$ cat src/design/sstd_defs.svh
// constants for the start/stop trigger character detector
//------------------------------------------------------------
// Notes on behaviour
//------------------------------------------------------------
// Notes on behaviour
// - a lone byte equal to the start character starts a read cycle
// - a lone byte equal to the stop character ends the current read cycle in hardware level mode only
// - hardware edge mode acts on start character only, stop is ignored
// - hardware level mode: start character begins, stop character ends the cycle
// - hardware level mode stays in cycle after decode until stop arrives
// - serial-or-hardware edge mode starts on start character or hardware trigger event
// - both characters reset to zero; zero means disabled, never matches
// - start character is 8 bits; host must not pick flow-control on/off characters
// - stop character accepts any 8-bit value, no flow-control exclusion
// - serial-data mode: start character starts a cycle, stop character does nothing
`ifndef SSTD_DEFS_SVH
`define SSTD_DEFS_SVH
`define SSTD_ADDR_START   8'h00
`define SSTD_ADDR_STOP    8'h04
`define SSTD_ADDR_MODE    8'h08
`define SSTD_ADDR_STATUS  8'h0C
`define SSTD_ADDR_CTRL    8'h10
`define SSTD_CHAR_RST     8'h00
`define SSTD_MODE_RST     2'h0
`define SSTD_XON          8'h11
`define SSTD_XOFF         8'h13
`define SSTD_ST_ACTIVE    0
`define SSTD_ST_REJECT    1
`define SSTD_CTRL_DONE    0
`define SSTD_CTRL_ABORT   1
`endif

$ cat src/design/sstd_pkg.sv
// types for the start/stop trigger character detector
package sstd_pkg;
  typedef enum logic [1:0] {
    SSTD_SERIAL   = 2'b00,
    SSTD_HW_EDGE  = 2'b01,
    SSTD_HW_LEVEL = 2'b10,
    SSTD_SER_EDGE = 2'b11
  } sstd_mode_t;
  typedef enum logic [0:0] {
    SSTD_IDLE = 1'b0,
    SSTD_READ = 1'b1
  } sstd_state_t;
endpackage

$ cat src/design/sstd_match.sv
// byte comparator for start and stop trigger characters
`timescale 1ns/1ps
`include "sstd_defs.svh"
module sstd_match #(
  parameter int W = 8
) (
  input  wire logic [W-1:0] rx_byte,     // received byte
  input  wire logic [W-1:0] start_char,  // start character setting
  input  wire logic [W-1:0] stop_char,   // stop character setting
  output logic              hit_start,   // byte matches enabled start
  output logic              hit_stop     // byte matches enabled stop
);
  // a zero setting is disabled so a NUL byte never matches
  assign hit_start = (start_char != '0) && (rx_byte == start_char);
  assign hit_stop  = (stop_char != '0) && (rx_byte == stop_char);
endmodule

$ cat src/design/sstd_top.sv
// start/stop trigger character detector with ahb-lite register slave
`timescale 1ns/1ps
`include "sstd_defs.svh"
module sstd_top (
  input  wire logic               clk,          // 100 MHz clock
  input  wire logic               rst,          // async reset, active high
  input  wire logic               ce,           // clock enable, freezes state when low
  input  wire logic               hsel,         // ahb select
  input  wire logic [7:0]         haddr,        // ahb address
  input  wire logic [1:0]         htrans,       // ahb transfer type
  input  wire logic               hwrite,       // ahb write
  input  wire logic [2:0]         hsize,        // ahb size
  input  wire logic [31:0]        hwdata,       // ahb write data
  input  wire logic               hready,       // ahb bus ready
  output logic [31:0]             hrdata,       // ahb read data
  output logic                    hreadyout,    // ahb slave ready
  output logic                    hresp,        // ahb response, always okay
  input  wire logic [7:0]         rx_byte,      // non-delimited received byte
  input  wire logic               rx_valid,     // one-cycle strobe with rx_byte
  input  wire logic               hw_trig,      // hardware trigger event pulse
  input  wire logic               hw_trig_end,  // hardware level trailing event pulse
  output logic                    read_active,  // read cycle in progress
  output logic                    cycle_start,  // pulse: read cycle started
  output logic                    cycle_end     // pulse: read cycle ended
);
  import sstd_pkg::*;

  //------------------------------------------------------------
  // registers
  //------------------------------------------------------------
  logic [7:0]  start_char;
  logic [7:0]  stop_char;
  sstd_mode_t  mode;
  logic        reject;
  sstd_state_t state;
  logic        hit_start;
  logic        hit_stop;

  //------------------------------------------------------------
  // ahb-lite slave, zero wait states
  //------------------------------------------------------------
  logic       dp_write;
  logic       dp_read;
  logic [7:0] dp_addr;
  logic       ap_take;

  // an address phase is taken only when the bus is ready and the transfer is real
  assign ap_take = hsel && hready && htrans[1];

  // latch the address phase for the following data phase
  always_ff @(posedge clk or posedge rst) begin
    if (rst) begin
      dp_write <= 1'b0;
      dp_read  <= 1'b0;
      dp_addr  <= 8'h00;
    end else if (ce && hready) begin
      dp_write <= ap_take && hwrite;
      dp_read  <= ap_take && !hwrite;
      dp_addr  <= haddr;
    end
  end

  // slave is never busy and never errs
  always_ff @(posedge clk or posedge rst) begin
    if (rst) begin
      hreadyout <= 1'b1;
      hresp     <= 1'b0;
    end else begin
      hreadyout <= 1'b1;
      hresp     <= 1'b0;
    end
  end

  // read data is registered at address phase so it stands through the data phase
  // limitation: a read right behind a write to the same register returns the old value
  always_ff @(posedge clk or posedge rst) begin
    if (rst) begin
      hrdata <= 32'h0000_0000;
    end else if (ce && ap_take && !hwrite) begin
      unique case (haddr)
        `SSTD_ADDR_START:  hrdata <= {24'h000000, start_char};
        `SSTD_ADDR_STOP:   hrdata <= {24'h000000, stop_char};
        `SSTD_ADDR_MODE:   hrdata <= {30'h0, mode};
        `SSTD_ADDR_STATUS: hrdata <= {30'h0, reject, state == SSTD_READ};
        default:           hrdata <= 32'h0000_0000;
      endcase
    end
  end

  // configuration writes; flow-control values are refused for start
  always_ff @(posedge clk or posedge rst) begin
    if (rst) begin
      start_char <= `SSTD_CHAR_RST;
      stop_char  <= `SSTD_CHAR_RST;
      mode       <= sstd_mode_t'(`SSTD_MODE_RST);
      reject     <= 1'b0;
    end else if (ce && dp_write) begin
      if (dp_addr == `SSTD_ADDR_START) begin
        // keeping the old value avoids a start that swallows flow control
        if (hwdata[7:0] == `SSTD_XON || hwdata[7:0] == `SSTD_XOFF) begin
          reject <= 1'b1;
        end else begin
          start_char <= hwdata[7:0];
          reject     <= 1'b0;
        end
      end
      if (dp_addr == `SSTD_ADDR_STOP) begin
        stop_char <= hwdata[7:0];
      end
      if (dp_addr == `SSTD_ADDR_MODE) begin
        mode <= sstd_mode_t'(hwdata[1:0]);
      end
    end
  end

  //------------------------------------------------------------
  // character compare
  //------------------------------------------------------------
  sstd_match #(.W(8)) u_match (
    .rx_byte    (rx_byte),
    .start_char (start_char),
    .stop_char  (stop_char),
    .hit_start  (hit_start),
    .hit_stop   (hit_stop)
  );

  //------------------------------------------------------------
  // read cycle state
  //------------------------------------------------------------
  logic go;
  logic halt;
  logic sw_done;
  logic sw_abort;

  // control strobes live only in the write data phase, so they act exactly once
  assign sw_done  = dp_write && dp_addr == `SSTD_ADDR_CTRL && hwdata[`SSTD_CTRL_DONE];
  assign sw_abort = dp_write && dp_addr == `SSTD_ADDR_CTRL && hwdata[`SSTD_CTRL_ABORT];

  // start and stop decisions per trigger mode
  always_comb begin
    go   = 1'b0;
    halt = 1'b0;
    unique case (mode)
      SSTD_SERIAL: begin
        go = rx_valid && hit_start;
      end
      SSTD_HW_EDGE: begin
        go = rx_valid && hit_start;
      end
      SSTD_HW_LEVEL: begin
        go   = rx_valid && hit_start;
        halt = (rx_valid && hit_stop) || hw_trig_end;
      end
      SSTD_SER_EDGE: begin
        go = (rx_valid && hit_start) || hw_trig;
      end
    endcase
    // a decode-done does not end a level cycle; only stop, the trailing hardware event or abort does
    if (mode != SSTD_HW_LEVEL && sw_done) begin
      halt = 1'b1;
    end
    if (sw_abort) begin
      halt = 1'b1;
    end
  end

  // read cycle state with registered level and one-cycle start/end pulses
  always_ff @(posedge clk or posedge rst) begin
    if (rst) begin
      state       <= SSTD_IDLE;
      read_active <= 1'b0;
      cycle_start <= 1'b0;
      cycle_end   <= 1'b0;
    end else if (ce) begin
      cycle_start <= 1'b0;
      cycle_end   <= 1'b0;
      unique case (state)
        SSTD_IDLE: begin
          // stop while idle is simply dropped
          if (go) begin
            state       <= SSTD_READ;
            read_active <= 1'b1;
            cycle_start <= 1'b1;
          end
        end
        SSTD_READ: begin
          if (halt) begin
            state       <= SSTD_IDLE;
            read_active <= 1'b0;
            cycle_end   <= 1'b1;
          end
        end
      endcase
    end
  end

  //------------------------------------------------------------
  // checks
  //------------------------------------------------------------
  start_char_a: assert property (@(posedge clk) disable iff (rst)
    ce && state == SSTD_IDLE && rx_valid && hit_start |=> read_active && cycle_start)
    else $error("start character did not start a read cycle");

  stop_char_a: assert property (@(posedge clk) disable iff (rst)
    ce && state == SSTD_READ && mode == SSTD_HW_LEVEL && rx_valid && hit_stop |=> !read_active && cycle_end)
    else $error("stop character did not end level read cycle");

  edge_no_stop_a: assert property (@(posedge clk) disable iff (rst)
    ce && read_active && mode == SSTD_HW_EDGE && !sw_done && !sw_abort |=> read_active)
    else $error("edge mode read cycle ended without done");

  level_hold_a: assert property (@(posedge clk) disable iff (rst)
    ce && read_active && mode == SSTD_HW_LEVEL && !(rx_valid && hit_stop) && !hw_trig_end && !sw_abort
    |=> read_active)
    else $error("level read cycle left without stop");

  hw_start_a: assert property (@(posedge clk) disable iff (rst)
    ce && !read_active && mode == SSTD_SER_EDGE && hw_trig |=> cycle_start)
    else $error("hardware trigger did not start cycle");

  nul_never_a: assert property (@(posedge clk) disable iff (rst)
    start_char == 8'h00 |-> !hit_start)
    else $error("disabled start character matched");

  no_flowctl_a: assert property (@(posedge clk) disable iff (rst)
    start_char != `SSTD_XON && start_char != `SSTD_XOFF)
    else $error("start character holds a flow-control value");

  serial_stop_a: assert property (@(posedge clk) disable iff (rst)
    ce && read_active && mode == SSTD_SERIAL && !sw_done && !sw_abort |=> read_active)
    else $error("serial mode cycle ended by stop character");

  idle_stop_a: assert property (@(posedge clk) disable iff (rst)
    ce && !read_active && !go |=> !read_active && !cycle_end)
    else $error("idle stop changed state");

  //------------------------------------------------------------
  // further read cycle and register checks
  //------------------------------------------------------------
  // a disabled stop setting must never end a cycle on a NUL byte
  nul_stop_a: assert property (@(posedge clk) disable iff (rst)
    stop_char == 8'h00 |-> !hit_stop)
    else $error("disabled stop character matched");
  // level mode opens on the start character like every other mode
  level_start_a: assert property (@(posedge clk) disable iff (rst)
    ce && !read_active && mode == SSTD_HW_LEVEL && rx_valid && hit_start |=> cycle_start)
    else $error("start character did not open level cycle");
  // the trailing hardware event also closes a level cycle
  level_trail_a: assert property (@(posedge clk) disable iff (rst)
    ce && read_active && mode == SSTD_HW_LEVEL && hw_trig_end |=> !read_active && cycle_end)
    else $error("trailing event did not end level cycle");
  // serial data mode opens on the start character
  serial_start_a: assert property (@(posedge clk) disable iff (rst)
    ce && !read_active && mode == SSTD_SERIAL && rx_valid && hit_start |=> cycle_start)
    else $error("start character did not open serial cycle");
  // hardware edge mode opens on the start character
  edge_start_a: assert property (@(posedge clk) disable iff (rst)
    ce && !read_active && mode == SSTD_HW_EDGE && rx_valid && hit_start |=> cycle_start)
    else $error("start character did not open edge cycle");
  // only the combined mode lets the hardware trigger open a cycle
  hw_mode_only_a: assert property (@(posedge clk) disable iff (rst)
    ce && !read_active && mode != SSTD_SER_EDGE && !(rx_valid && hit_start)
    |=> !read_active)
    else $error("cycle opened without start character");
  // a start arriving during a cycle neither restarts nor ends it
  active_hold_a: assert property (@(posedge clk) disable iff (rst)
    ce && read_active && !halt |=> read_active && !cycle_start)
    else $error("active cycle restarted or dropped");
  // abort ends a cycle in every mode
  abort_ends_a: assert property (@(posedge clk) disable iff (rst)
    ce && read_active && sw_abort |=> !read_active && cycle_end)
    else $error("abort did not end the cycle");
  // an accepted start write lands and clears the refusal flag
  start_write_a: assert property (@(posedge clk) disable iff (rst)
    ce && dp_write && dp_addr == `SSTD_ADDR_START && hwdata[7:0] != `SSTD_XON && hwdata[7:0] != `SSTD_XOFF
    |=> start_char == $past(hwdata[7:0]) && !reject)
    else $error("accepted start write did not land");
  // a flow-control start write is refused and flagged
  reject_set_a: assert property (@(posedge clk) disable iff (rst)
    ce && dp_write && dp_addr == `SSTD_ADDR_START && (hwdata[7:0] == `SSTD_XON || hwdata[7:0] == `SSTD_XOFF)
    |=> reject && $stable(start_char))
    else $error("flow-control start write not refused");
  // the stop setting takes any byte
  stop_write_a: assert property (@(posedge clk) disable iff (rst)
    ce && dp_write && dp_addr == `SSTD_ADDR_STOP |=> stop_char == $past(hwdata[7:0]))
    else $error("stop write did not land");
  // a low clock enable holds every piece of state
  freeze_a: assert property (@(posedge clk) disable iff (rst)
    !ce |=> $stable(state) && $stable(start_char) && $stable(stop_char)
    && $stable(mode) && $stable(reject))
    else $error("state moved while clock enable low");
  // a cycle cannot start and end on the same edge
  pulse_excl_a: assert property (@(posedge clk) disable iff (rst)
    !(cycle_start && cycle_end))
    else $error("start and end pulses together");
  // the level output mirrors the state register
  active_state_a: assert property (@(posedge clk) disable iff (rst)
    read_active == (state == SSTD_READ))
    else $error("read_active disagrees with state");
  // a start pulse always comes with an active cycle
  start_pulse_a: assert property (@(posedge clk) disable iff (rst)
    cycle_start |-> read_active)
    else $error("start pulse without active cycle");
  // an end pulse always comes with the cycle closed
  end_pulse_a: assert property (@(posedge clk) disable iff (rst)
    cycle_end |-> !read_active)
    else $error("end pulse with cycle still active");

  //------------------------------------------------------------
  // bus checks
  //------------------------------------------------------------
  // the slave never stalls and never reports an error
  bus_okay_a: assert property (@(posedge clk) disable iff (rst)
    hreadyout && !hresp)
    else $error("slave not ready or not okay");
  // start setting reads back in the data phase that follows
  read_start_a: assert property (@(posedge clk) disable iff (rst)
    ce && ap_take && !hwrite && haddr == `SSTD_ADDR_START
    |=> hrdata == {24'h000000, $past(start_char)})
    else $error("start setting read back wrong");
endmodule

$ cat config.mk
export PLATFORM = sky130hd
export DESIGN_NAME = sstd_top
export DESIGN_NICKNAME = d
export VERILOG_FILES = /design/src/design/sstd_pkg.sv /design/src/design/sstd_match.sv /design/src/design/sstd_top.sv
export VERILOG_INCLUDE_DIRS = /design/src /design/src/design
export SDC_FILE = /design/constraint.sdc
export NUM_CORES = 1
export LEC_CHECK = 0
export BUFFER_PORTS_ARGS = -buffer_cell sky130_fd_sc_hd__buf_4
export CAP_MARGIN = 30
export CORE_MARGIN = 10
export CORE_UTILIZATION = 43
export DETAILED_ROUTE_END_ITERATION = 6
export PLACE_DENSITY = 0.77
export SYNTH_ARGS = -nofsm -noshare
export SYNTH_HDL_FRONTEND = slang
export SYNTH_HIERARCHICAL = 1
export SYNTH_SLANG_ARGS = --single-unit
$ cat constraint.sdc
create_clock -name clk -period 1.7 [get_ports clk]
set_input_delay 0.085 -clock clk [delete_from_list [all_inputs] [get_ports clk]]
set_output_delay 0.085 -clock clk [all_outputs]
set_load 0.02 [all_outputs]
* Word-level counts from Yosys, hierarchy flattened
Cells that the tools add are included.
** Word-level totals
- Output and inout bits :: 37
- Bits of input ports :: 62
- Bits in registers :: 64
** Cells by class
- Reduce and logical (&&, ||, !) cells :: 30
- Equality and inequality tests :: 16
- Bitwise operators :: 2
- Multiplexer cells :: 15
** Operator list (number)
- $pmux W8 S4 :: 1
- $eq A8 B4 Y1 const B :: 3
- $eq A8 B5 Y1 const B :: 3
- $eq A8 B3 Y1 const B :: 2
- $eq A8 B8 Y1 :: 2
- $logic_not A8 Y1 :: 2
- $reduce_bool A8 Y1 :: 2
- $logic_and A1 B1 Y1 :: 15
- $mux W1 :: 11
- $pmux W1 S2 :: 3
- $reduce_and A2 Y1 :: 3
- $reduce_and A3 Y1 :: 2
- $eq A2 B2 Y1 const B :: 2
- $ne A2 B2 Y1 const B :: 2
- $logic_or A1 B1 Y1 :: 3
- $reduce_or A3 Y1 :: 1
- $eq A2 B1 Y1 const B :: 1
- $logic_not A2 Y1 :: 1
- $ne A2 B1 Y1 const B :: 1
- $not A1 Y1 :: 2
- $logic_not A1 Y1 :: 1

* Logic depth before layout (Yosys ltp)
Gate-level depths: netlist of run 1.
- Depth in word-level cells :: 9
- Depth in mapped cells :: 7

* Cells and area by module
The synthesis of run 1 kept the hierarchy.
** By module, submodules not included
- sstd_top :: seq. area each 1001.0 µm², area an instance 2023.2 µm², instances 1, cells each 165
- sstd_match :: seq. area each 0.0 µm², area an instance 220.2 µm², instances 1, cells each 26

* Least setup slack after synthesis of run 1
OpenSTA, ideal clock, no wires.
- Kind :: reg2reg
- From :: register dp_addr[5]
- To :: register stop_char[0]
- Library setup time :: 0.125 ns
- Arrival time :: 1.724 ns
- Stages on the path, launching flop included :: 6
- Path slack :: -0.149 ns
- Cells stage by stage :: dfrtp_1 nor4b_4 nand3b_2 or4_4 buf_6 mux2_4
** On the way
- Longest elaborated chain between the ends :: 2
** Ends and longest elaborated chain
- start: declaration :: line sstd_top.sv:44 : logic [7:0] dp_addr;
- start signal: assignment :: line sstd_top.sv:59 : dp_addr <= haddr;
- $eq A8 B3 Y1 (no line)
- $reduce_and A2 Y1 (no line)
- end signal: assignment :: line sstd_top.sv:94 : stop_char <= `SSTD_CHAR_RST;
- end signal: assignment :: line sstd_top.sv:108 : stop_char <= hwdata[7:0];
- end: declaration :: line sstd_top.sv:32 : logic [7:0] stop_char;
No other way between the ends.
A chain may end at the register's enable or synchronous reset.

* Final worst setup path of run 1
- From :: register dp_addr[6]
- To :: register stop_char[7]
The elaborated chain is that of the path after synthesis.

==> results of run 1 <==
[flip-flops by register name, summed over array words and instances (netlist names), 2 cells and up]
| signal | flops |
|---|---|
| start_char | 8 |
| dp_addr | 8 |
| mode | 2 |
| stop_char | 8 |
| hrdata | 8 |
[final cells by class]
type / instances / area (sq um) / area share, %
multi-input cells: 139 / 1120 / 39.1
flip-flops and latches: 40 / 1000 / 34.9
repair buffers: 72 / 543 / 18.9
well taps: 70 / 87.6 / 3.05
clock buffers: 7 / 86.3 / 3.01
inverters: 6 / 22.5 / 0.784
clock inverters: 1 / 7.51 / 0.261
[kinds of logic after synthesis]
kind of cell / count (synthesis)
DFF: 40
and+or+nand+nor: 40
buffers and inverters: 37
muxes: 34
AOI/OAI and AO/OA: 22
xor gates and xnor gates: 16
other: 2
[metrics by stage]
| step | instances | total power, W | setup WS, ns |
|---|---|---|---|
| 2_1_floorplan | 215 | 0.00128 | -0.114 |
| 3_3_place_gp | 321 | 0.00136 | -0.141 |
| 3_5_place_dp | 321 | 0.00137 | -0.151 |
| 4_1_cts | 335 | 0.00204 | -0.166 |
| 5_1_grt | 335 | 0.00213 | -0.211 |
| 6_report | 335 | 0.00203 | -0.156 |
[worst max path at each step]
| stage | from | end | slack (ns) | depth (start not counted) |
|---|---|---|---|---|
| after floorplan | dp_addr[6] | stop_char[0] | -0.11 | 5 |
| after global placement | dp_addr[6] | stop_char[4] | -0.14 | 4 |
| after detailed placement | dp_addr[6] | stop_char[7] | -0.15 | 4 |
| after CTS | dp_addr[6] | stop_char[7] | -0.17 | 4 |
| after global routing | dp_addr[6] | stop_char[2] | -0.21 | 4 |
| final | dp_addr[6] | stop_char[7] | -0.16 | 4 |
[report_power, final]
part,leakage [nW],switching (W),internal (W)
Sequential,0.529,0.0000366,0.000994
Combinational,0.847,0.000168,0.000164
Clock,0.0445,0.000341,0.000330
Total,1.42,0.000545,0.00149
[cell usage in the layout, fill, tap and decap left out, types with 2 or more instances in the layout]
cell / count
o21ai_0: 9
mux2_2: 18
mux2i_1: 6
mux2_4: 8
clkbuf_8: 6
mux4_2: 2
buf_4: 71
xor2_1: 8
a211o_1: 4
xnor2_1: 7
nand2_1: 13
nor4_1: 3
a21oi_1: 2
conb_1: 26
nor2_1: 3
inv_1: 6
or4_4: 2
nand4_1: 3
dfrtp_1: 40
nor4_2: 4
nand2b_1: 3
[repair_timing]
action                                  CTS  global route
resized for setup                         1             4
hold buffers                              1             0
pin swaps                                 8             4
hold endpoints to repair                 40             0
setup buffers                             4             0
endpoints found under the setup margin   21            22
cloned                                    1             0
[worst max-delay path, delay by kind of cell (launching register included)]
kind	cells	cell delay [ns]
and+or+nand+nor	3	1.00
muxes	1	0.33
DFF	1	0.40
[metal layers]
layer	vias up	GRT usage (%)	part of all wire, %
met2	42	19.9	49
met1	764	13.3	42
met4	0	6.56	2.1
met5	-	0	0
met3	8	3.75	6.3
li1	776	-	-
==> summary.txt, run 1 <==
STA
  – Worst Slack Setup Final: -0.156 ns
  – Worst-Margin Slew: 0.542 ns
  – Tcrit/Tclk final: 109%
  – RSZ-0062 raised after global routing: yes
  – Final setup vio count: 21
  – Hold_ws: 0.0206 ns
  – Final Slew Violations: 0
  – Rel. slew slack: 63.3%
  – Worst Clk Skew: 0.00665 ns
  – Min Tclk post-route: 1.86 ns
  – Setup TNS: -2.12 ns
  – Fmax: 0.539 GHz
  – Final Hold Viols: 0

Global route
  – GRT overflow: 0
  – Pin count of the biggest net entering global routing: 41
  – Gr usage total: 12.0%
  – Global-route wire length before repair: 8180 microns
  – Vias in the first global route: 1684
  – Initial antenna violation count: 0

Yosys
  – Post-synth top area share: 44.6%
  – Post-Syn Instances: 191
  – Post-synth top area cell: dfrtp_1
  – Xor-xnor portion of the synthesized cell area: 6.25%
  – Cell Area, Synth: 0.00224 sq mm
  – Flops & latches, synth: 40
  – Multiplexer share of the synthesized area: 19.1%
  – Register area share after synthesis: 44.6%
  – Most frequent cells after synthesis: dfrtp_1 (40), buf_4 (26), mux2_2 (18)
  – Simple-Gate Fraction of Synth Area: 11.5%
  – Post-synth EDFFs: 0
  – Count leader, synth: dfrtp_1
  – YS warnings: 6
  – Adder-cell share of the synthesized area: 0%
  – Syn Area/Cell: 11.7 sq um
  – Distinct cells, synth: 37
  – Top cells by area, synth: dfrtp_1 (45%), mux2_2 (9.0%), buf_4 (8.7%), mux2_4 (5.4%), xnor2_1 (3.1%)
  – Largest family of logic cells by synthesized area: multiplexers
  – Async S/R FF share, synth: 100%
  – Synth Area in Compound Gates: 6.64%
  – Synth Flop Type: dfrtp_1

Place
  – PortBufs: 44
  – Routability cong.: 0.834
  – Placed Instance Area: 0.00270 sq mm
  – Post-DP HPWL: 4050 microns

Power and ir drop
  – Leak: 1.42 nW
  – Pwr Density: 708 mW/mm^2
  – Worst vdd ir: 0.469 mV

Routing
  – Routed WL per cell: 15.2 microns
  – Starting DRT DRC Count: 91
  – Routed wire length: 5080 microns
  – Vias per Instance: 4.75
  – DR vias: 1590
  – Drt drc: 0
  – First-pass detailed-route iteration total: 4
  – Antenna Nets Post-Route: 0

Outcome
  – Failing checks: negative setup slack
  – Status: finished, violations left

Critical path
  – RR Endpoint: stop_char[7]
  – CP max stage cell: or4_4
  – Setup crit end kind: flip-flop
  – FF-to-FF setup slack: -0.16 ns
  – CP Data Required Time: 1.89 ns
  – Crit path cell chain: nor4b_4 -> nand3b_4 -> or4_4 -> mux2_4
  – Worst Reg-to-Reg Cells: 4
  – Worst EP arrival: 2.04 ns
  – Crit Path Max Fanout: 8
  – Type of origin of the critical path: flip-flop
  – Max stage delay on crit path: 0.54 ns
  – RR Startpoint: dp_addr[6]
  – Crit Path Category: reg2reg

Clock network
  – CTS Buffer Depth: 2
  – Total CTS buffers: 5
  – Register clock-pin slew on the reported worst setup and hold paths: 0.08 ns
  – CTS tree: done
  – H-tree levels: 2
  – Clock Root Buffer: clkbuf_8
  – Clk sinks: 40
  – Clock Latency Late Sink: 0.30 ns

Floorplanning
  – IO Pins: 99
  – Die Span Y: 92.2 microns
  – Die Wd: 92.2 microns
  – Starting Density: 44.2%
  – Core area: 0.00507 sq mm
  – Rows: 26
  – Area of the die: 0.00851 sq mm

Cells and area
  – Final nets: 326
  – Final instance area: 0.00287 sq mm
  – # diodes: 0
  – Fin util: 56.6%
  – Fraction of layout cells with a size suffix above 1: 45.3%
  – Number of fill cells in the layout: 422
  – P&R area growth vs syn: 28.0%

Worst hold path
  – Hold Crit Depth: 2
  – WHS Endpoint: dp_addr[5]
  – Hold_sp: haddr[5]
  – Path category of the worst min-delay check: in2reg

Flow run
  – Maxcap violations: 0
Note: power is estimated with default switching activity, not from simulation.
==> run 2, diff against run 1 <==
==> constraint.sdc (replaced) <==
create_clock -name clk -period 1.5 [get_ports clk]
set_input_delay 0.075 -clock clk [delete_from_list [all_inputs] [get_ports clk]]
set_output_delay 0.075 -clock clk [all_outputs]
set_load 0.02 [all_outputs]
==> run 2 against run 1 <==
Effect of this change:
- the run still ends with negative setup slack left
- sequential power increased by 14%
- clock skew increased by 0.0021 ns
- die area unchanged
- setup slack got worse by 0.23 ns
- sequential cell count unchanged
- final cell count increased by 0.60%
- design area increased by 2.9%
- sequential share of layout area decreased by 0.97 points
- power increased by 9.9%
- largest cell class unchanged
- largest power group unchanged
==> summary.txt, run 2 (synthesized netlist as in run 1, its figures left out) <==
Outcome
  – Status: finished, violations left (unchanged)
  – Failing checks: negative setup slack (unchanged)

Worst hold path
  – Hold Crit Depth: 2 (unchanged)
  – WHS Endpoint: dp_addr[7] (was dp_addr[5])
  – Path category of the worst min-delay check: in2reg (unchanged)
  – Hold_sp: haddr[7] (was haddr[5])

Global route
  – GRT overflow: 0 (unchanged)
  – Initial antenna violation count: 0 (unchanged)
  – Vias in the first global route: 1846 (was 1684)
  – Gr usage total: 13.4% (was 12.0%)
  – Global-route wire length before repair: 9320 microns (was 8180 microns)
  – Pin count of the biggest net entering global routing: 41 (unchanged)

Power and ir drop
  – Pwr Density: 757 mW/mm^2 (was 708 mW/mm^2)
  – Leak: 1.47 nW (was 1.42 nW)
  – Worst vdd ir: 0.400 mV (was 0.469 mV)

STA
  – RSZ-0062 raised after global routing: yes (unchanged)
  – Final setup vio count: 23 (was 21)
  – Tcrit/Tclk final: 126% (was 109%)
  – Worst Slack Setup Final: -0.385 ns (was -0.156 ns)
  – Worst-Margin Slew: 0.511 ns (was 0.542 ns)
  – Min Tclk post-route: 1.88 ns (was 1.86 ns)
  – Final Slew Violations: 0 (unchanged)
  – Final Hold Viols: 0 (unchanged)
  – Rel. slew slack: 65.9% (was 63.3%)
  – Fmax: 0.531 GHz (was 0.539 GHz)
  – Setup TNS: -6.87 ns (was -2.12 ns)
  – Worst Clk Skew: 0.00880 ns (was 0.00665 ns)
  – Hold_ws: 0.0227 ns (was 0.0206 ns)

Routing
  – Drt drc: 0 (unchanged)
  – Routed WL per cell: 16.6 microns (was 15.2 microns)
  – First-pass detailed-route iteration total: 4 (unchanged)
  – DR vias: 1649 (was 1590)
  – Vias per Instance: 4.89 (was 4.75)
  – Starting DRT DRC Count: 59 (was 91)
  – Routed wire length: 5600 microns (was 5080 microns)
  – Antenna Nets Post-Route: 0 (unchanged)

Cells and area
  – Fraction of layout cells with a size suffix above 1: 49.1% (was 45.3%)
  – Final nets: 331 (was 326)
  – Register area: 0.00100 sq mm (unchanged)
  – P&R area growth vs syn: 31.7% (was 28.0%)
  – Number of fill cells in the layout: 436 (was 422)
  – Final instance area: 0.00295 sq mm (was 0.00287 sq mm)
  – Commonest non-fill, non-tap cell in the layout: buf_4 (unchanged)
  – Commonest non-fill, non-tap cells in the layout: buf_4 (72), dfrtp_1 (40), conb_1 (26) (was buf_4 (71), dfrtp_1 (40), conb_1 (26))
  – Area of the multi-input gates: 0.00118 sq mm (was 0.00112 sq mm)
  – # diodes: 0 (unchanged)

Floorplanning
  – Core area: 0.00507 sq mm (unchanged)
  – Starting Density: 44.2% (unchanged)
  – Die Wd: 92.2 microns (unchanged)
  – Rows: 26 (unchanged)
  – Die Span Y: 92.2 microns (unchanged)
  – Area of the die: 0.00851 sq mm (unchanged)
  – IO Pins: 99 (unchanged)

Place
  – Post-DP HPWL: 4320 microns (was 4050 microns)
  – Placed Instance Area: 0.00272 sq mm (was 0.00270 sq mm)
  – Routability cong.: 0.857 (was 0.834)
  – Pre-CTS WS: -0.361 ns (was -0.151 ns)
  – PortBufs: 44 (unchanged)

Critical path
  – FF-to-FF setup slack: -0.38 ns (was -0.16 ns)
  – Crit Path Max Fanout: 8 (unchanged)
  – Worst Reg-to-Reg Cells: 4 (unchanged)
  – Crit Path Category: reg2reg (unchanged)
  – Setup crit end kind: flip-flop (unchanged)
  – RR Startpoint: dp_addr[6] (unchanged)
  – CP Data Required Time: 1.67 ns (was 1.89 ns)
  – Type of origin of the critical path: flip-flop (unchanged)
  – RR Endpoint: stop_char[5] (was stop_char[7])
  – Worst EP arrival: 2.05 ns (was 2.04 ns)

Clock network
  – Register clock-pin slew on the reported worst setup and hold paths: 0.08 ns (about the same)
  – Clock Root Buffer: clkbuf_8 (unchanged)
  – Clock Latency Late Sink: 0.29 ns (was 0.30 ns)
  – CTS Buffer Depth: 2 (unchanged)
  – CTS tree: done (unchanged)
  – H-tree levels: 2 (unchanged)
  – Clk sinks: 40 (unchanged)
  – Total CTS buffers: 5 (unchanged)

Flow run
  – Maxcap violations: 0 (unchanged)
-- run 2: cell count changes in the layout (fill, tap and decap cells not counted), sizes merged --
cell / before / now
clkbuf: 7 / 5
clkinvlp: 1 / 0
buf: 71 / 76
-- run 2: worst max path at each step --
| stage | from | end | slack, ns |
|---|---|---|---|
| after floorplan | dp_addr[6] | stop_char[0] | -0.31 |
| after global placement | dp_addr[6] | stop_char[2] | -0.32 |
| after detailed placement | dp_addr[6] | stop_char[1] | -0.36 |
| after CTS | dp_addr[6] | stop_char[4] | -0.37 |
| after global routing | dp_addr[6] | stop_char[5] | -0.44 |
| final | dp_addr[6] | stop_char[5] | -0.38 |
-- run 2: where the power goes --
part / leakage, nW / switching, W / internal [W]
combinational: 0.907 / 0.000209 / 0.000213
sequential: 0.529 / 0.0000442 / 0.00113
clock: 0.0359 / 0.000341 / 0.000300
-- run 2: cell type report --
cell class,instances,area share [%]
Multi-Input combinational cell,139,39.9
Sequential cell,40,33.9
Timing Repair Buffer,77,20.2
Tap cell,70,2.96
Clock buffer,5,2.33
Inverter,6,0.762
-- run 2: layer usage --
layer | wire length (microns) | GRT usage [%] | vias up
li1 | - | - | 784
met5 | 0 | 0 | -
met1 | 2320 | 15.2 | 806
met4 | 63 | 4.11 | 0
met2 | 2880 | 23.5 | 53
met3 | 328 | 4.24 | 6
-- run 2: through the flow --
stage               power, W  utilization (%)  cells
floorplan            0.00145                -    215
global placement     0.00156             53.6    324
detailed placement   0.00157             53.6    324
CTS                  0.00223             57.6    335
global route         0.00233             58.2    337
finish               0.00224             58.2    337
-- run 2: timing repair --
action | CTS | global route
gates resized for setup | 15 | 3
pin swaps | 17 | 6
hold buffers | 1 | 0
cloned | 1 | 0
setup endpoints to repair | 23 | 23
buffers inserted | 4 | 2
endpoints found under the hold margin | 40 | 0
-- run 2: critical path, cell delays in order (launching register included) --
cell and delay [ns]:
dfrtp_1 0.41, nor4b_4 0.36, nand3b_4 0.11, or4_4 0.54
mux2_4 0.34
==> run 3, diff against run 2 <==
--- a/config.mk
+++ b/config.mk
@@ -8,9 +8,10 @@
 export LEC_CHECK = 0
 export BUFFER_PORTS_ARGS = -buffer_cell sky130_fd_sc_hd__buf_4
 export CAP_MARGIN = 30
-export CORE_MARGIN = 10
+export CORE_MARGIN = 4
 export CORE_UTILIZATION = 43
 export DETAILED_ROUTE_END_ITERATION = 6
+export GPL_TIMING_DRIVEN = 0
 export PLACE_DENSITY = 0.77
 export SYNTH_ARGS = -nofsm -noshare
 export SYNTH_HDL_FRONTEND = slang
==> run 3 against run 2 <==
Effect of this change:
- the flow still finishes with violations (negative setup slack)
- largest cell class unchanged
- sequential cell count stayed put
- design area shrank 0.42%
- first-iteration DRC count is 34% higher
- non-clock buffer count increased by 3
- die area decreased by 24%
- sequential power about the same
- clock-buffer cell count is 3 higher
- power up 3.5%
- core utilization fell by 0.25 points
- sequential share of layout area grew 0.23 points
- highest routed layer unchanged
==> summary.txt, run 3 (synthesized netlist as in run 1, its figures left out) <==
Outcome
  – Status: finished, violations left (unchanged)
  – Failing checks: negative setup slack (unchanged)

Global route
  – Met1 Use GR: 18.4% (was 15.2%)
  – Global-route wire length before repair: 7470 microns (was 9320 microns)
  – Vias in the first global route: 1573 (was 1846)
  – Gr busiest metal: met2 (unchanged)
  – Grt met2 use: 25.4% (was 23.5%)
  – Gr usage total: 15.2% (was 13.4%)
  – GR Layer Usage met3: 4.04% (was 4.24%)
  – Pin count of the biggest net entering global routing: 41 (unchanged)
  – GRT overflow: 0 (unchanged)
  – Initial antenna violation count: 0 (unchanged)

Critical path
  – CP bufs+invs: 1 (was 0)
  – Worst EP arrival: 2.06 ns (was 2.05 ns)
  – Crit Path Category: reg2reg (unchanged)
  – Crit path cell chain: nor4b_4 -> nand3b_4 -> or4_4 -> buf_8 -> mux2_4 (was nor4b_4 -> nand3b_4 -> or4_4 -> mux2_4)
  – CP max stage cell: or4_4 (unchanged)
  – CP Data Required Time: 1.68 ns (was 1.67 ns)
  – Crit path max-delay family: simple AND/OR/NAND/NOR gates (unchanged)
  – CP Launch Point: dp_addr[6] (unchanged)
  – Max stage delay on crit path: 0.43 ns (was 0.54 ns)
  – Setup crit end kind: flip-flop (unchanged)
  – RR Startpoint: dp_addr[6] (unchanged)
  – Type of origin of the critical path: flip-flop (unchanged)
  – Crit Path Max Fanout: 8 (unchanged)

STA
  – Worst Slack Setup Final: -0.380 ns (was -0.385 ns)
  – Min Tclk post-route: 1.88 ns (about the same)
  – Setup TNS: -7.36 ns (was -6.87 ns)
  – Rel. slew slack: 45.2% (was 65.9%)
  – Tcrit/Tclk final: 125% (was 126%)
  – Final Hold Viols: 0 (unchanged)
  – Hold_ws: 0.00290 ns (was 0.0227 ns)
  – Final Slew Violations: 0 (unchanged)
  – Worst Clk Skew: 0.00951 ns (was 0.00880 ns)
  – RSZ-0062 raised after global routing: yes (unchanged)
  – Final setup vio count: 22 (was 23)
  – Fmax: 0.532 GHz (was 0.531 GHz)
  – Worst-Margin Slew: 0.821 ns (was 0.511 ns)

Power and ir drop
  – Leak: 1.47 nW (about the same)
  – Worst vdd ir: 0.513 mV (was 0.400 mV)
  – Comb pwr share: 17.0% (was 18.9%)
  – Sequential Power Share: 51.0% (was 52.4%)
  – Clock share of power: 32.0% (was 28.7%)
  – Internal power: 0.00171 W (was 0.00164 W)
  – Sw Ratio: 26.1% (was 26.6%)
  – Sw power: 0.000604 W (was 0.000595 W)
  – Pwr Density: 787 mW/mm^2 (was 757 mW/mm^2)

Clock network
  – Clock Latency Late Sink: 0.30 ns (was 0.29 ns)
  – Clk sinks: 40 (unchanged)
  – Clock Root Buffer: clkbuf_8 (unchanged)
  – CTS Buffer Depth: 2 (unchanged)
  – CTS tree: done (unchanged)
  – Total CTS buffers: 5 (unchanged)
  – H-tree levels: 2 (unchanged)
  – Register clock-pin slew on the reported worst setup and hold paths: 0.08 ns (about the same)

Routing
  – DR vias: 1634 (was 1649)
  – Starting DRT DRC Count: 79 (was 59)
  – Antenna Nets Post-Route: 0 (unchanged)
  – Vias per Instance: 4.78 (was 4.89)
  – Routed WL per cell: 13.9 microns (was 16.6 microns)
  – First-pass detailed-route iteration total: 4 (unchanged)
  – Routed wire length: 4760 microns (was 5600 microns)
  – Drt drc: 0 (unchanged)

Floorplanning
  – Die Span Y: 80.2 microns (was 92.2 microns)
  – IO Pins: 99 (unchanged)
  – Starting Density: 44.2% (unchanged)
  – Die Wd: 80.2 microns (was 92.2 microns)
  – Area of the die: 0.00644 sq mm (was 0.00851 sq mm)
  – Rows: 26 (unchanged)
  – Core area: 0.00507 sq mm (unchanged)

Cells and area
  – Fin util: 58.0% (was 58.2%)
  – # diodes: 0 (unchanged)
  – Number of fill cells in the layout: 452 (was 436)
  – Commonest non-fill, non-tap cells in the layout: buf_4 (74), dfrtp_1 (38), conb_1 (26) (was buf_4 (72), dfrtp_1 (40), conb_1 (26))
  – Final instance area: 0.00294 sq mm (was 0.00295 sq mm)
  – P&R area growth vs syn: 31.1% (was 31.7%)
  – Commonest non-fill, non-tap cell in the layout: buf_4 (unchanged)
  – Final nets: 333 (was 331)
  – Fraction of layout cells with a size suffix above 1: 47.4% (was 49.1%)

Place
  – Post-DP HPWL: 3660 microns (was 4320 microns)
  – PortBufs: 42 (was 44)
  – Placed Instance Area: 0.00275 sq mm (was 0.00272 sq mm)
  – Routability cong.: 0.802 (was 0.857)

Worst hold path
  – Path category of the worst min-delay check: in2reg (unchanged)
  – Hold_sp: ce (was haddr[7])

Flow run
  – Maxcap violations: 0 (unchanged)
## run 3: metrics by stage
stage | setup WS [ns] | instances | total power (W)
global route | -0.419 | 342 | 0.00240
CTS | -0.389 | 341 | 0.00231
floorplan | -0.314 | 215 | 0.00145
finish | -0.380 | 342 | 0.00231
global placement | -0.383 | 327 | 0.00156
detailed placement | -0.402 | 327 | 0.00157
## run 3: final timing paths
| check | to | slack [ns] | depth (start not counted) |
|---|---|---|---|
| hold / removal | cycle_end | 0.003 | 2 |
| setup / recovery | stop_char[4] | -0.38 | 5 |
| max in group asynchronous | start_char[2] | 0.42 | 3 |
| setup reg to reg | stop_char[4] | -0.38 | 5 |
| hold reg to reg | hrdata[0] | 0.49 | 2 |
| min in group asynchronous | dp_write | 0.50 | 3 |
## run 3: final cells by class
class	instances	area, sq um	share of cell area (%)
inverters	6	22.5	0.766
well taps	70	87.6	2.98
plain buffers	31	241	8.21
multi-input cells	138	1130	38.3
flip-flops and latches	40	1000	34.1
repair buffers	49	370	12.6
clock buffers	8	90.1	3.06
## run 3: repair_timing
item	in CTS	in global routing
resized for setup	1	8
pin swaps	7	6
endpoints found under the setup margin	23	23
buffers inserted	5	1
hold buffers	1	0
hold endpoints to repair	40	0
## run 3: routing by layer
layer / vias up / routed length, microns
met5: - / 0
met3: 5 / 287
met1: 792 / 1950
met4: 0 / 72
li1: 785 / -
met2: 52 / 2460
## run 3: power groups by stage
stage	Clock [W]	Combinational (W)	Sequential (W)
floorplan	0	0.000265	0.00119
CTS	0.000751	0.000383	0.00118
detailed placement	0	0.000375	0.00120
global placement	0	0.000368	0.00120
finish	0.000740	0.000393	0.00118
global route	0.000789	0.000427	0.00119
